<file path="src/core/err_regs_pkg.sv">
// constants for the per-port parity and time-out error registers
package err_regs_pkg;

  // ---------------------------------------------------------------
  // register byte offsets
  // ---------------------------------------------------------------
  localparam logic [11:0] PARITY_CHECK_CONTROL_OFF = 12'h740;
  localparam logic [11:0] PARITY_ERROR_STATUS_OFF = 12'h744;
  localparam logic [11:0] PARITY_ERROR_REPORT_CONTROL_OFF = 12'h748;
  localparam logic [11:0] PARITY_ERROR_COUNTER_OFF = 12'h74c;
  localparam logic [11:0] TIMEOUT_CONTROL_OFF = 12'h750;
  localparam logic [11:0] TIMEOUT_STATUS_OFF = 12'h754;

  // ---------------------------------------------------------------
  // field positions and widths
  // ---------------------------------------------------------------
  localparam int PARITY_CHECK_DISABLE_BIT = 0;
  localparam int PARITY_ERR_FLAG_BIT = 0;
  localparam int REPORT_FIELD_W = 2;
  localparam int TALLY_W = 8;
  localparam int TIMEOUT_ENABLE_BIT = 0;
  localparam int POSTED_QUEUE_TIMEOUT_BIT = 0;
  localparam int NONPOSTED_QUEUE_TIMEOUT_BIT = 1;
  localparam int COMPLETION_QUEUE_TIMEOUT_BIT = 2;
  localparam int INSERTION_QUEUE_TIMEOUT_BIT = 3;
  localparam int NUM_QUEUES = 4;

  // ---------------------------------------------------------------
  // reset values
  // ---------------------------------------------------------------
  localparam logic PARITY_CHECK_DISABLE_RST = 1'h0;
  localparam logic PARITY_ERR_FLAG_RST = 1'h0;
  localparam logic [1:0] REPORT_CONTROL_RST = 2'h2;
  localparam logic [7:0] TALLY_RST = 8'h00;
  localparam logic [7:0] TALLY_MAX = 8'hff;
  localparam logic TIMEOUT_ENABLE_RST = 1'h1;
  localparam logic [3:0] TIMEOUT_STATUS_RST = 4'h0;

  // ---------------------------------------------------------------
  // error message encodings sent toward the root
  // ---------------------------------------------------------------
  localparam logic [1:0] REPORT_NONE = 2'h0;
  localparam logic [1:0] REPORT_COR = 2'h1;
  localparam logic [1:0] REPORT_NONFATAL = 2'h2;
  localparam logic [1:0] REPORT_FATAL = 2'h3;

  // ---------------------------------------------------------------
  // timing
  // ---------------------------------------------------------------
  localparam int CLK_FREQ_KHZ = 250000;
  localparam int TLP_AGE_LIMIT_MS = 50;
  localparam int unsigned TLP_AGE_LIMIT_CYCLES = TLP_AGE_LIMIT_MS * CLK_FREQ_KHZ;
  localparam int AGE_W = 24;

endpackage

</file>
<file path="src/core/port_parity_timeout_error_regs.sv">
// per-port parity error and tlp time-out error registers behind an apb slave
//
// Function
// - hardware sets parity error flag bit 0 on detected error; write one clears.
// - each zero-to-one change of the parity flag issues one error report unless the report field is 0.
// - report field 0 none, 1 correctable, 2 nonfatal, 3 fatal message.
// - every detected parity error adds one to the 8-bit tally.
// - the tally saturates at its maximum and never wraps to zero.
// - reading the tally returns its value then clears it.
// - posted queue discard for age sets time-out status bit 0; write one clears.
// - non-posted queue discard for age sets status bit 1; write one clears.
// - completion queue discard for age sets status bit 2; write one clears.
// - insertion queue discard for age sets status bit 3; write one clears.
// - parity check disable suppresses all parity errors; outgoing parity unaffected.
// - a tlp older than the fixed age limit is timed out and discarded.
`timescale 1ns/1ps
module port_parity_timeout_error_regs
  import err_regs_pkg::*;
#(
  parameter int unsigned AGE_LIMIT_CYCLES = TLP_AGE_LIMIT_CYCLES
) (
  input wire logic mclk,
  input wire logic rst,
  input wire logic psel,
  input wire logic penable,
  input wire logic pwrite,
  input wire logic [11:0] paddr,
  input wire logic [31:0] pwdata,
  output logic [31:0] prdata,
  output logic pready,
  output logic pslverr,
  input wire logic parity_err_detect,
  input wire logic [3:0] queue_head_waiting,
  input wire logic [3:0] queue_head_advance,
  output logic [3:0] queue_discard,
  output logic err_msg_valid,
  output logic [1:0] err_msg_type
);

  // ---------------------------------------------------------------
  // address decode
  // ---------------------------------------------------------------
  typedef enum logic [6:0] {
    SEL_NONE = 7'b0000001,
    SEL_CHECK = 7'b0000010,
    SEL_PSTAT = 7'b0000100,
    SEL_REPORT = 7'b0001000,
    SEL_TALLY = 7'b0010000,
    SEL_TOCTL = 7'b0100000,
    SEL_TOSTAT = 7'b1000000
  } reg_sel_t;

  function automatic reg_sel_t decode(input logic [11:0] addr);
    reg_sel_t sel;
    unique case (addr)
      PARITY_CHECK_CONTROL_OFF: sel = SEL_CHECK;
      PARITY_ERROR_STATUS_OFF: sel = SEL_PSTAT;
      PARITY_ERROR_REPORT_CONTROL_OFF: sel = SEL_REPORT;
      PARITY_ERROR_COUNTER_OFF: sel = SEL_TALLY;
      TIMEOUT_CONTROL_OFF: sel = SEL_TOCTL;
      TIMEOUT_STATUS_OFF: sel = SEL_TOSTAT;
      default: sel = SEL_NONE;
    endcase
    return sel;
  endfunction

  logic parity_check_disable_reg;
  logic parity_err_flag_reg;
  logic [1:0] report_control_reg;
  logic [7:0] parity_err_tally_reg;
  logic timeout_enable_bit_reg;
  logic posted_queue_timeout_reg;
  logic nonposted_queue_timeout_reg;
  logic completion_queue_timeout_reg;
  logic insertion_queue_timeout_reg;
  logic [3:0] timeout_status;
  logic [AGE_W-1:0] age_reg [NUM_QUEUES];
  logic [3:0] discard_reg;
  logic pready_reg;
  logic pslverr_reg;
  logic [31:0] prdata_reg;
  logic msg_valid_reg;
  logic [1:0] msg_type_reg;

  reg_sel_t sel;
  logic setup_done;
  logic commit;
  logic wr_commit;
  logic rd_take;
  logic parity_event;
  logic [AGE_W-1:0] age_limit;

  assign sel = decode(paddr);
  // one wait state: data is captured in the first access cycle, pready follows
  assign setup_done = psel & penable & ~pready_reg;
  assign commit = psel & penable & pready_reg;
  assign wr_commit = commit & pwrite;
  // read side effect rides on the capture edge so an error arriving between
  // capture and completion cannot be swallowed by the clear
  assign rd_take = setup_done & ~pwrite;
  assign parity_event = parity_err_detect & ~parity_check_disable_reg;
  assign age_limit = AGE_W'(AGE_LIMIT_CYCLES);

  // ---------------------------------------------------------------
  // per-register write and read strobes
  // ---------------------------------------------------------------
  logic wr_check;
  logic wr_pstat;
  logic wr_report;
  logic wr_toctl;
  logic wr_tostat;
  logic tally_read;

  assign wr_check = wr_commit & (sel == SEL_CHECK);
  assign wr_pstat = wr_commit & (sel == SEL_PSTAT);
  assign wr_report = wr_commit & (sel == SEL_REPORT);
  assign wr_toctl = wr_commit & (sel == SEL_TOCTL);
  assign wr_tostat = wr_commit & (sel == SEL_TOSTAT);
  // tally clear shares the capture edge with prdata
  assign tally_read = rd_take & (sel == SEL_TALLY);

  // ---------------------------------------------------------------
  // apb handshake and read data
  // ---------------------------------------------------------------
  always_ff @(posedge mclk or posedge rst) begin
    if (rst) begin
      pready_reg <= 1'b0;
      pslverr_reg <= 1'b0;
    end else begin
      pready_reg <= setup_done;
      pslverr_reg <= setup_done & (sel == SEL_NONE);
    end
  end

  always_ff @(posedge mclk or posedge rst) begin
    if (rst) begin
      prdata_reg <= 32'h00000000;
    end else if (rd_take) begin
      unique case (sel)
        SEL_CHECK: prdata_reg <= {31'h0, parity_check_disable_reg};
        SEL_PSTAT: prdata_reg <= {31'h0, parity_err_flag_reg};
        SEL_REPORT: prdata_reg <= {30'h0, report_control_reg};
        SEL_TALLY: prdata_reg <= {24'h0, parity_err_tally_reg};
        SEL_TOCTL: prdata_reg <= {31'h0, timeout_enable_bit_reg};
        SEL_TOSTAT: prdata_reg <= {28'h0, timeout_status};
        SEL_NONE: prdata_reg <= 32'h00000000;
      endcase
    end
  end

  // ---------------------------------------------------------------
  // software controls
  // ---------------------------------------------------------------
  always_ff @(posedge mclk or posedge rst) begin
    if (rst) begin
      parity_check_disable_reg <= PARITY_CHECK_DISABLE_RST;
    end else if (wr_check) begin
      parity_check_disable_reg <= pwdata[PARITY_CHECK_DISABLE_BIT];
    end
  end

  always_ff @(posedge mclk or posedge rst) begin
    if (rst) begin
      report_control_reg <= REPORT_CONTROL_RST;
    end else if (wr_report) begin
      report_control_reg <= pwdata[REPORT_FIELD_W-1:0];
    end
  end

  always_ff @(posedge mclk or posedge rst) begin
    if (rst) begin
      timeout_enable_bit_reg <= TIMEOUT_ENABLE_RST;
    end else if (wr_toctl) begin
      timeout_enable_bit_reg <= pwdata[TIMEOUT_ENABLE_BIT];
    end
  end

  // ---------------------------------------------------------------
  // parity error flag, tally and report
  // ---------------------------------------------------------------
  // a detected error in the clearing cycle keeps the flag set
  always_ff @(posedge mclk or posedge rst) begin
    if (rst) begin
      parity_err_flag_reg <= PARITY_ERR_FLAG_RST;
    end else if (parity_event) begin
      parity_err_flag_reg <= 1'b1;
    end else if (wr_pstat && pwdata[PARITY_ERR_FLAG_BIT]) begin
      parity_err_flag_reg <= 1'b0;
    end
  end

  always_ff @(posedge mclk or posedge rst) begin
    if (rst) begin
      parity_err_tally_reg <= TALLY_RST;
    end else if (tally_read) begin
      // an error in the read cycle starts the fresh count at one
      parity_err_tally_reg <= parity_event ? 8'h01 : TALLY_RST;
    end else if (parity_event && parity_err_tally_reg != TALLY_MAX) begin
      parity_err_tally_reg <= parity_err_tally_reg + 8'h01;
    end
  end

  // a report goes out only on the flag's rising edge; repeats while set are silent
  always_ff @(posedge mclk or posedge rst) begin
    if (rst) begin
      msg_valid_reg <= 1'b0;
      msg_type_reg <= REPORT_NONE;
    end else begin
      msg_valid_reg <= 1'b0;
      if (parity_event && !parity_err_flag_reg && report_control_reg != REPORT_NONE) begin
        msg_valid_reg <= 1'b1;
        msg_type_reg <= report_control_reg;
      end
    end
  end

  // ---------------------------------------------------------------
  // input queue ageing
  // ---------------------------------------------------------------
  // the age restarts whenever a new tlp reaches the head or one is discarded
  always_ff @(posedge mclk or posedge rst) begin
    if (rst) begin
      for (int q = 0; q < NUM_QUEUES; q++) begin
        age_reg[q] <= '0;
      end
      discard_reg <= 4'h0;
    end else begin
      for (int q = 0; q < NUM_QUEUES; q++) begin
        discard_reg[q] <= 1'b0;
        if (!timeout_enable_bit_reg || !queue_head_waiting[q] || queue_head_advance[q]) begin
          age_reg[q] <= '0;
        end else if (age_reg[q] >= age_limit) begin
          discard_reg[q] <= 1'b1;
          age_reg[q] <= '0;
        end else begin
          age_reg[q] <= age_reg[q] + AGE_W'(1);
        end
      end
    end
  end

  // ---------------------------------------------------------------
  // time-out status
  // ---------------------------------------------------------------
  logic [3:0] to_clear;
  assign to_clear = wr_tostat ? pwdata[3:0] : 4'h0;

  // set wins over a same-cycle clear, so a discard is never lost to software
  function automatic logic sticky_next(input logic cur, input logic set, input logic clr);
    return set | (cur & ~clr);
  endfunction

  always_ff @(posedge mclk or posedge rst) begin
    if (rst) begin
      posted_queue_timeout_reg <= TIMEOUT_STATUS_RST[POSTED_QUEUE_TIMEOUT_BIT];
    end else begin
      posted_queue_timeout_reg <= sticky_next(posted_queue_timeout_reg,
        discard_reg[POSTED_QUEUE_TIMEOUT_BIT],
        to_clear[POSTED_QUEUE_TIMEOUT_BIT]);
    end
  end

  always_ff @(posedge mclk or posedge rst) begin
    if (rst) begin
      nonposted_queue_timeout_reg <= TIMEOUT_STATUS_RST[NONPOSTED_QUEUE_TIMEOUT_BIT];
    end else begin
      nonposted_queue_timeout_reg <= sticky_next(nonposted_queue_timeout_reg,
        discard_reg[NONPOSTED_QUEUE_TIMEOUT_BIT],
        to_clear[NONPOSTED_QUEUE_TIMEOUT_BIT]);
    end
  end

  always_ff @(posedge mclk or posedge rst) begin
    if (rst) begin
      completion_queue_timeout_reg <= TIMEOUT_STATUS_RST[COMPLETION_QUEUE_TIMEOUT_BIT];
    end else begin
      completion_queue_timeout_reg <= sticky_next(completion_queue_timeout_reg,
        discard_reg[COMPLETION_QUEUE_TIMEOUT_BIT],
        to_clear[COMPLETION_QUEUE_TIMEOUT_BIT]);
    end
  end

  always_ff @(posedge mclk or posedge rst) begin
    if (rst) begin
      insertion_queue_timeout_reg <= TIMEOUT_STATUS_RST[INSERTION_QUEUE_TIMEOUT_BIT];
    end else begin
      insertion_queue_timeout_reg <= sticky_next(insertion_queue_timeout_reg,
        discard_reg[INSERTION_QUEUE_TIMEOUT_BIT],
        to_clear[INSERTION_QUEUE_TIMEOUT_BIT]);
    end
  end

  always_comb begin
    timeout_status = TIMEOUT_STATUS_RST;
    timeout_status[POSTED_QUEUE_TIMEOUT_BIT] = posted_queue_timeout_reg;
    timeout_status[NONPOSTED_QUEUE_TIMEOUT_BIT] = nonposted_queue_timeout_reg;
    timeout_status[COMPLETION_QUEUE_TIMEOUT_BIT] = completion_queue_timeout_reg;
    timeout_status[INSERTION_QUEUE_TIMEOUT_BIT] = insertion_queue_timeout_reg;
  end

  assign prdata = prdata_reg;
  assign pready = pready_reg;
  assign pslverr = pslverr_reg;
  assign queue_discard = discard_reg;
  assign err_msg_valid = msg_valid_reg;
  assign err_msg_type = msg_type_reg;

endmodule

</file>
<file path="config.mk">
export PLATFORM = sky130hd
export DESIGN_NAME = port_parity_timeout_error_regs
export DESIGN_NICKNAME = d
export VERILOG_FILES = /design/src/core/err_regs_pkg.sv /design/src/core/port_parity_timeout_error_regs.sv
export SDC_FILE = /design/constraint.sdc
export NUM_CORES = 1
export LEC_CHECK = 0
export ABC_AREA = 1
export BUFFER_PORTS_ARGS = -buffer_cell sky130_fd_sc_hd__buf_2
export CAP_MARGIN = 20
export CORE_ASPECT_RATIO = 1.4
export CORE_MARGIN = 10
export CORE_UTILIZATION = 40
export CTS_CLUSTER_SIZE = 28
export DETAILED_ROUTE_END_ITERATION = 12
export PLACE_DENSITY = 0.57
export SLEW_MARGIN = 20
export SYNTH_ARGS = -nofsm -noshare
export SYNTH_HDL_FRONTEND = slang
export SYNTH_SLANG_ARGS = --single-unit
</file>
<file path="constraint.sdc">
create_clock -name mclk -period 12.5 [get_ports mclk]
set_clock_uncertainty 0.15 [all_clocks]
set_input_delay 3.125 -clock mclk [delete_from_list [all_inputs] [get_ports mclk]]
set_output_delay 3.125 -clock mclk [all_outputs]
set_load 0.02 [all_outputs]
</file>
After elaboration in Yosys (flattened, before gate mapping)
Index checks and enable logic that the tools add are counted.
- add/sub/neg operators: 5
- magnitude comparators: 4
- equality and inequality tests: 14
- muxes and demuxes: 25
- bitwise gates (word level): 28
- reductions and logical operators: 21
- operators with widths (operator ; number):
    32-bit case mux with 7 select lines ; 1
    24-bit two-way mux ; 8
    24-bit by 1-bit adder with 24-bit output, second input constant ; 4
    24-bit greater-or-equal comparator, second input constant ; 4
    12-bit by 11-bit == test with 1-bit output, second input constant ; 6
    7-bit case mux with 6 select lines ; 1
    1-bit bitwise AND ; 17
    8-bit two-way mux ; 2
    1-bit two-way mux ; 12
    8-bit by 1-bit adder with 8-bit output, second input constant ; 1
    1-bit logical OR ; 8
    8-bit != test, second input constant ; 1
    7-bit by 1-bit == test with 1-bit output, second input constant ; 1
    7-bit by 2-bit == test with 1-bit output, second input constant ; 1
    7-bit by 3-bit == test with 1-bit output, second input constant ; 1
    7-bit by 4-bit == test with 1-bit output, second input constant ; 1
    7-bit by 5-bit == test with 1-bit output, second input constant ; 1
    7-bit by 6-bit == test with 1-bit output, second input constant ; 1
    7-bit == test, second input constant ; 1
    1-bit NOT ; 7
    1-bit zero test ; 6
    2-bit nonzero test ; 3
    1-bit logical AND ; 4
    4-bit two-way mux ; 1
    1-bit OR ; 4
- register bits: 154
- input port bits: 58
- word-level logic and storage cells: 116

Depth between registers and ports, before layout
Gate-level depths: netlist of run 1.
- depth in word-level cells: 8
- depth in mapped cells: 11
- mapped depth without buffers: 11

Worst setup path before layout of run 1
Ideal clock, no wire load.
- path type: in2reg
- start point: input port paddr[11]
- end point: register parity_err_tally_reg[0]
- data arrival time: 3.932 ns
- required time: 12.219 ns
- setup slack: 8.287 ns
- stages on the path: 8
- path buffers: 0
- path through: inv_1 -> nand2_1 -> nor2_2 -> inv_1 -> nor3_2 -> nand2_1 -> nand2_2 -> o211ai_1
- word-level cells in the longest chain between the ends: 5
- elaborated cells on any way between the ends: 11
- ends and longest elaborated chain (what ; RTL line ; RTL):
    start: declaration ; port_parity_timeout_error_regs.sv:27 ; input wire logic [11:0] paddr,
    12-bit by 11-bit == test with 1-bit output ; port_parity_timeout_error_regs.sv:55 ; unique case (addr)
    7-bit case mux with 6 select lines * ; port_parity_timeout_error_regs.sv:55 ;
    7-bit by 5-bit == test with 1-bit output * ; port_parity_timeout_error_regs.sv:120 ; assign tally_read = rd_take & (sel == SEL_TALLY);
    1-bit bitwise AND * ; port_parity_timeout_error_regs.sv:120 ;
    8-bit two-way mux / 2-bit nonzero test (equally long branches) ; n/a ;
    end signal: assignment ; port_parity_timeout_error_regs.sv:197 ; parity_err_tally_reg <= parity_event ? 8'h01 : TALLY_RST;
    end signal: assignment ; port_parity_timeout_error_regs.sv:199 ; parity_err_tally_reg <= parity_err_tally_reg + 8'h01;
    end: declaration ; port_parity_timeout_error_regs.sv:70 ; logic [7:0] parity_err_tally_reg;
Mark *: on every way between the ends. The rest lies on a longest branch, timed or not.
A chain may end at the register's enable or synchronous reset.

Final worst setup path of run 1
Same ends and word-level chain as after synthesis.

==> flow_summary.ini, run 1 <==
[setup_path]
cp_num_buf_inv = 3
crit_path_start_kind = input port
cp.required_ns = 12.68
critPathSlowestCell = nor2_2
ff2ff_path_depth = 4
crit_path_end_kind = flip-flop
reg2reg_slack_ns = 10.23
crit_path_max_incr_delay_ns = 0.46
reg2reg_from = timeout_enable_bit_reg
timing.rr.end = age_reg[87]
path_max_fanout = 16
arrival_ns = 4.59
cp_cell_sequence = buf_2 > inv_1 > nand2_1 > nor2_2 > nand4_1 > inv_1 > nand2_1 > o211ai_1
worstSetupPathType = in2reg
cp_top_family = simple AND/OR/NAND/NOR gates

[grt]
grt_pass1_wl_um = 31200
grt_usage = 0.146
grt_pass1_vias = 6557
grt_remaining_overflow = 0
antenna_found_initial = 0
grt_start_max_net_pins = 72

[outcome]
outcome = finished, final reports clean

[cts]
cts_tree = yes
cts_num_sinks = 130
ctsResizeCount = 0
clock_latency_ns = 0.43
clockBufferDepth = 2
clk_pin_slew_ns = 0.06
h-tree-depth = 4
cts_setup_buffers = 0
hold_buffers = 0
clock_tree.root_cell = clkbuf_16
cts_buffers = 17

[floorplanning]
io_pins = 99
die_h_um = 186
die_w_um = 139
fp.dieArea_sq_um = 25800
rows = 60
core_area_sq_um = 19300
start_util = 0.408

[sta]
fin_setup_tns_ns = 0
final_min_period_over_clock_period = 0.353
setup_ws_ns = 8.09
rsz0062_at_grt = no
maxSlewViolCount = 0
slew_headroom = 0.380
tightest_slew_ns = 0.927
setup_viol = 0
min_period_ns = 4.41
hold_viol = 0
max_freq_ghz = 0.227

[synth]
synthFlopType = dfrtp_1
synth_area_leaders = dfrtp_1, nand2_1, nor2_1
syn_area_per_cell_sq_um = 7.79
ys_ff_latch = 130
ys_warn_count = 0
yosysTopAreaCellShare = 0.407
async_flop_share = 1.00
netlist_instances = 1010
synth-edff-count = 0
yosys-top-cells-count = nand2_1, nor2_1, inv_1
yosysMostFrequentCell = nand2_1
synth_seq_area_share = 0.414
synth_top_area_cell = dfrtp_1
synth_cell_types = 41
syn_area_sq_um = 7870

[cells_and_area]
layout-drive-gt1-share = 0.150
fin_nets = 1136
diodes = 0
largest_reg_flops = 96
stdcell_count = 1330
syn2layout_area_growth_pct = 12.5
nFillCells = 1944

[min_path]
holdPathStages = 1
hold_end = age_reg[72]
hp-start = age_reg[72]
hold_path.class = reg2reg

[detailed_routing]
wl_um = 18300
vias_per_cell = 4.85
wl_per_cell_um = 13.7
drcViolationCount = 0
postRouteAntennaNets = 0
drt_pass1_iterations = 4
vias = 6451
drtIter0Drc = 294

[power]
ir_drop_mv = 0.0837
p_leak_nw = 3.82
powerDensity_nw_per_um2 = 108

[place]
place_hpwl_um = 13800
portBuffers = 46
routabilityCongestion = 0.890
dpl.cell_count = 1298
preCtsSetupSlack_ns = 7.63

[flow_run]
maxCapViolations = 0
[cell usage in the layout, fill, tap and decap left out, types with 2 or more instances in the layout]
cell type	Yosys	routed
o21bai_1	2	2
conb_1	1	24
ha_1	9	9
inv_2	2	2
nand3_1	58	58
xnor2_1	14	14
nor2_1	146	146
inv_1	133	132
inv_6	0	3
a21o_1	2	2
clkinvlp_4	0	5
clkbuf_16	0	17
nor3_4	3	3
nand3_2	7	7
dfrtp_1	128	128
o21ai_1	4	4
nand3b_1	8	8
xor2_1	57	57
nand4_1	34	34
nor3_1	45	45
a22oi_2	3	3
dfstp_2	2	2
o211ai_1	3	3
nand4_4	3	3
clkbuf_8	0	5
nor3_2	25	25
nand2_1	227	227
buf_2	1	46
nand2_2	5	5
nor2_2	29	29
o21ai_0	20	20
[layer usage]
metal | routed length [um] | GRT usage | up-vias
met4 | 523 | 0.0664 | 0
met3 | 564 | 0.0324 | 36
met1 | 7850 | 0.163 | 3043
met2 | 9320 | 0.259 | 103
met5 | 0 | 0 | -
li1 | - | - | 3269
[power breakdown]
part           internal, mW  switching (mW)  total, mW
clock network         0.301           0.192      0.493
logic               0.00797          0.0308     0.0388
registers             0.423         0.00161      0.424
[stage by stage]
| stage | power [mW] | hold WS, ns | area (sq um) | utilization |
|---|---|---|---|---|
| after floorplan | 0.466 | 0.281 | 7950 | - |
| after global placement | 0.471 | 0.295 | 8260 | 0.428 |
| after detailed placement | 0.472 | 0.298 | 8260 | 0.428 |
| after CTS | 0.972 | 0.307 | 8850 | 0.459 |
| after global routing | 0.996 | 0.331 | 8850 | 0.459 |
| final | 0.956 | 0.303 | 8850 | 0.459 |
[kinds of logic after synthesis]
logic type	count (synthesis)	synth area share
AOI/OAI and AO/OA	37	0.0297
xor gates and xnor gates	71	0.0791
adders and majority gates	9	0.0143
buffers and inverters	166	0.0962
DFF	130	0.414
muxes	1	0.00127
other	1	0.000477
and+or+nand+nor	595	0.365
[worst max-delay path by stage]
stage,start,endpoint,slack (ns),depth (start not counted)
2_1_floorplan,rst,age_reg[0],5.76,1
3_3_place_gp,paddr[11],parity_err_tally_reg[0],7.65,9
3_5_place_dp,queue_head_waiting[0],age_reg[87],7.63,5
4_1_cts,queue_head_waiting[0],age_reg[87],8.08,5
5_1_grt,queue_head_waiting[0],age_reg[80],7.85,5
6_report,paddr[11],parity_err_tally_reg[0],8.09,8
[layout make-up]
cell class,instances,area [sq um],share of cell area
well taps,248,310,0.0351
inverters,136,515,0.0582
flip-flops and latches,130,3260,0.368
clock inverters,10,98.8,0.0112
multi-input cells,737,3940,0.445
clock buffers,22,494,0.0558
repair buffers,47,238,0.0269
No activity file was read; power rests on OpenSTA's default activity.
==> run 2, diff against run 1 <==
clock period = 4.4 ns   (was 12.5 ns; I/O delays follow)
==> run 2 against run 1 <==
  * Count of clock-buffer cells in the layout increased by 2
  * Sequential share of layout area is 0.11 points lower
  * Wire length shrank 0.25%
  * Setup slack got worse by 6.1 ns
  * Flip-flop and latch count stayed put
  * Global-route usage down 0.13 points
  * Combinational power rose to 2.9 times the previous value
  * First-iteration DRC count shrank 0.68%
  * Final area is 0.30% higher
  * Register-to-register slack lost 8.1 ns
==> flow_summary.ini, run 2 (synthesis results as in run 1) <==
[setup_path]
crit_path_end_kind = flip-flop
worstSetupPathType = in2reg
setup.worst_path.end = age_reg[82]
startpoint = queue_head_waiting[0]
ff2ff_path_depth = 4
reg2reg_slack_ns = 2.13
cp.required_ns = 4.57
crit_path_start_kind = input port
timing.rr.end = age_reg[82]
path_max_fanout = 21
arrival_ns = 2.54
reg2reg_from = timeout_enable_bit_reg

[detailed_routing]
drt_pass1_iterations = 5
wl_per_cell_um = 13.7
vias = 6428
met2_length_um = 9520
drcViolationCount = 0
top_layer = met4
wl_met3_um = 618
drtIter0Drc = 292
vias_per_cell = 4.83
met1_length_um = 7750
postRouteAntennaNets = 0
wl_um = 18200

[power]
p_leak_nw = 3.84
powerDensity_nw_per_um2 = 309
ir_drop_mv = 0.296

[cells_and_area]
diodes = 0
final_common_cell = nand2_1
syn2layout_area_growth_pct = 12.9
final_util = 0.460
largest_reg_flops = 96
fin_nets = 1137
layout-drive-gt1-share = 0.149
final_cell_mix = nand2_1, nor2_1, inv_1

[cts]
hold_buffers = 0
cts_tree = yes
ctsResizeCount = 0
cts_setup_buffers = 0
cts_num_sinks = 130
clock_tree.root_cell = clkbuf_16
cts_buffers = 17
clockBufferDepth = 2
clk_pin_slew_ns = 0.06
h-tree-depth = 4
clock_latency_ns = 0.42

[sta]
setup_ws_ns = 2.04
hold_viol = 0
rsz0062_at_grt = no
slew_headroom = 0.380
final_min_period_over_clock_period = 0.537
fin_setup_tns_ns = 0
max_freq_ghz = 0.423
setup_viol = 0
tightest_slew_ns = 0.927
min_period_ns = 2.36
maxSlewViolCount = 0

[floorplanning]
start_util = 0.408
core_area_sq_um = 19300
rows = 60
die_h_um = 186
fp.dieArea_sq_um = 25800
io_pins = 99
die_w_um = 139

[place]
place_hpwl_um = 14100
portBuffers = 46
routabilityCongestion = 0.897
preCtsSetupSlack_ns = 1.55

[flow_run]
maxCapViolations = 0

[grt]
grt_start_max_net_pins = 83
grt_pass1_vias = 6434
grt_usage = 0.144
grt_pass1_wl_um = 30800
grt_remaining_overflow = 0
antenna_found_initial = 0

[outcome]
outcome = finished, final reports clean

[min_path]
hold_path.class = reg2reg
-- run 2: cell count changes in the layout (fill, tap and decap cells not counted) --
cell,previous run,this run
buf_12,0,1
bufinv_16,1,2
clkbuf_1,0,2
clkinv_2,1,3
clkinv_4,1,0
clkinvlp_4,5,3
inv_6,3,1
-- run 2: through the flow --
stage	hold WS [ns]	area, sq um	power [mW]	instances
floorplan	0.281	7960	1.32	1033
global placement	0.298	8280	1.34	1299
detailed placement	0.299	8280	1.34	1299
CTS	0.309	8880	2.78	1331
global route	0.329	8880	2.85	1331
finish	0.308	8880	2.74	1331
-- run 2: routing by layer --
metal / vias up / track usage
met1: 3027 / 0.159
met2: 100 / 0.263
met5: - / 0
met3: 29 / 0.0342
met4: 0 / 0.0545
li1: 3272 / -
-- run 2: power by group --
part | internal [mW] | total (mW) | switching [mW] | leakage (nW)
Combinational | 0.0244 | 0.112 | 0.0877 | 1.80
Sequential | 1.20 | 1.21 | 0.00468 | 1.75
Clock | 0.908 | 1.43 | 0.518 | 0.293
Total | 2.13 | 2.74 | 0.610 | 3.84
-- run 2: worst min-delay path by stage --
stage,from,end,slack (ns),depth (start not counted)
final,age_reg[72],age_reg[72],0.31,1
after global routing,queue_discard[3],insertion_queue_timeout_reg,0.33,1
after CTS,age_reg[72],age_reg[72],0.31,1
after detailed placement,queue_discard[3],insertion_queue_timeout_reg,0.30,1
after global placement,queue_discard[3],insertion_queue_timeout_reg,0.30,1
after floorplan,age_reg[72],age_reg[72],0.28,1
-- run 2: area by class of cell --
class,count,area [sq um]
clock buffers,24,502
clock inverters,8,98.8
fillers,1965,10400
inverters,136,514
multi-input cells,737,3940
flip-flops and latches,130,3260
well taps,248,310
repair buffers,48,258
-- run 2: worst max-delay path, cell delays in order --
cell and delay [ns]:
buf_2 0.07, nand2_1 0.04, nor2_1 0.23, nand4_1 0.78
nor2_1 0.31
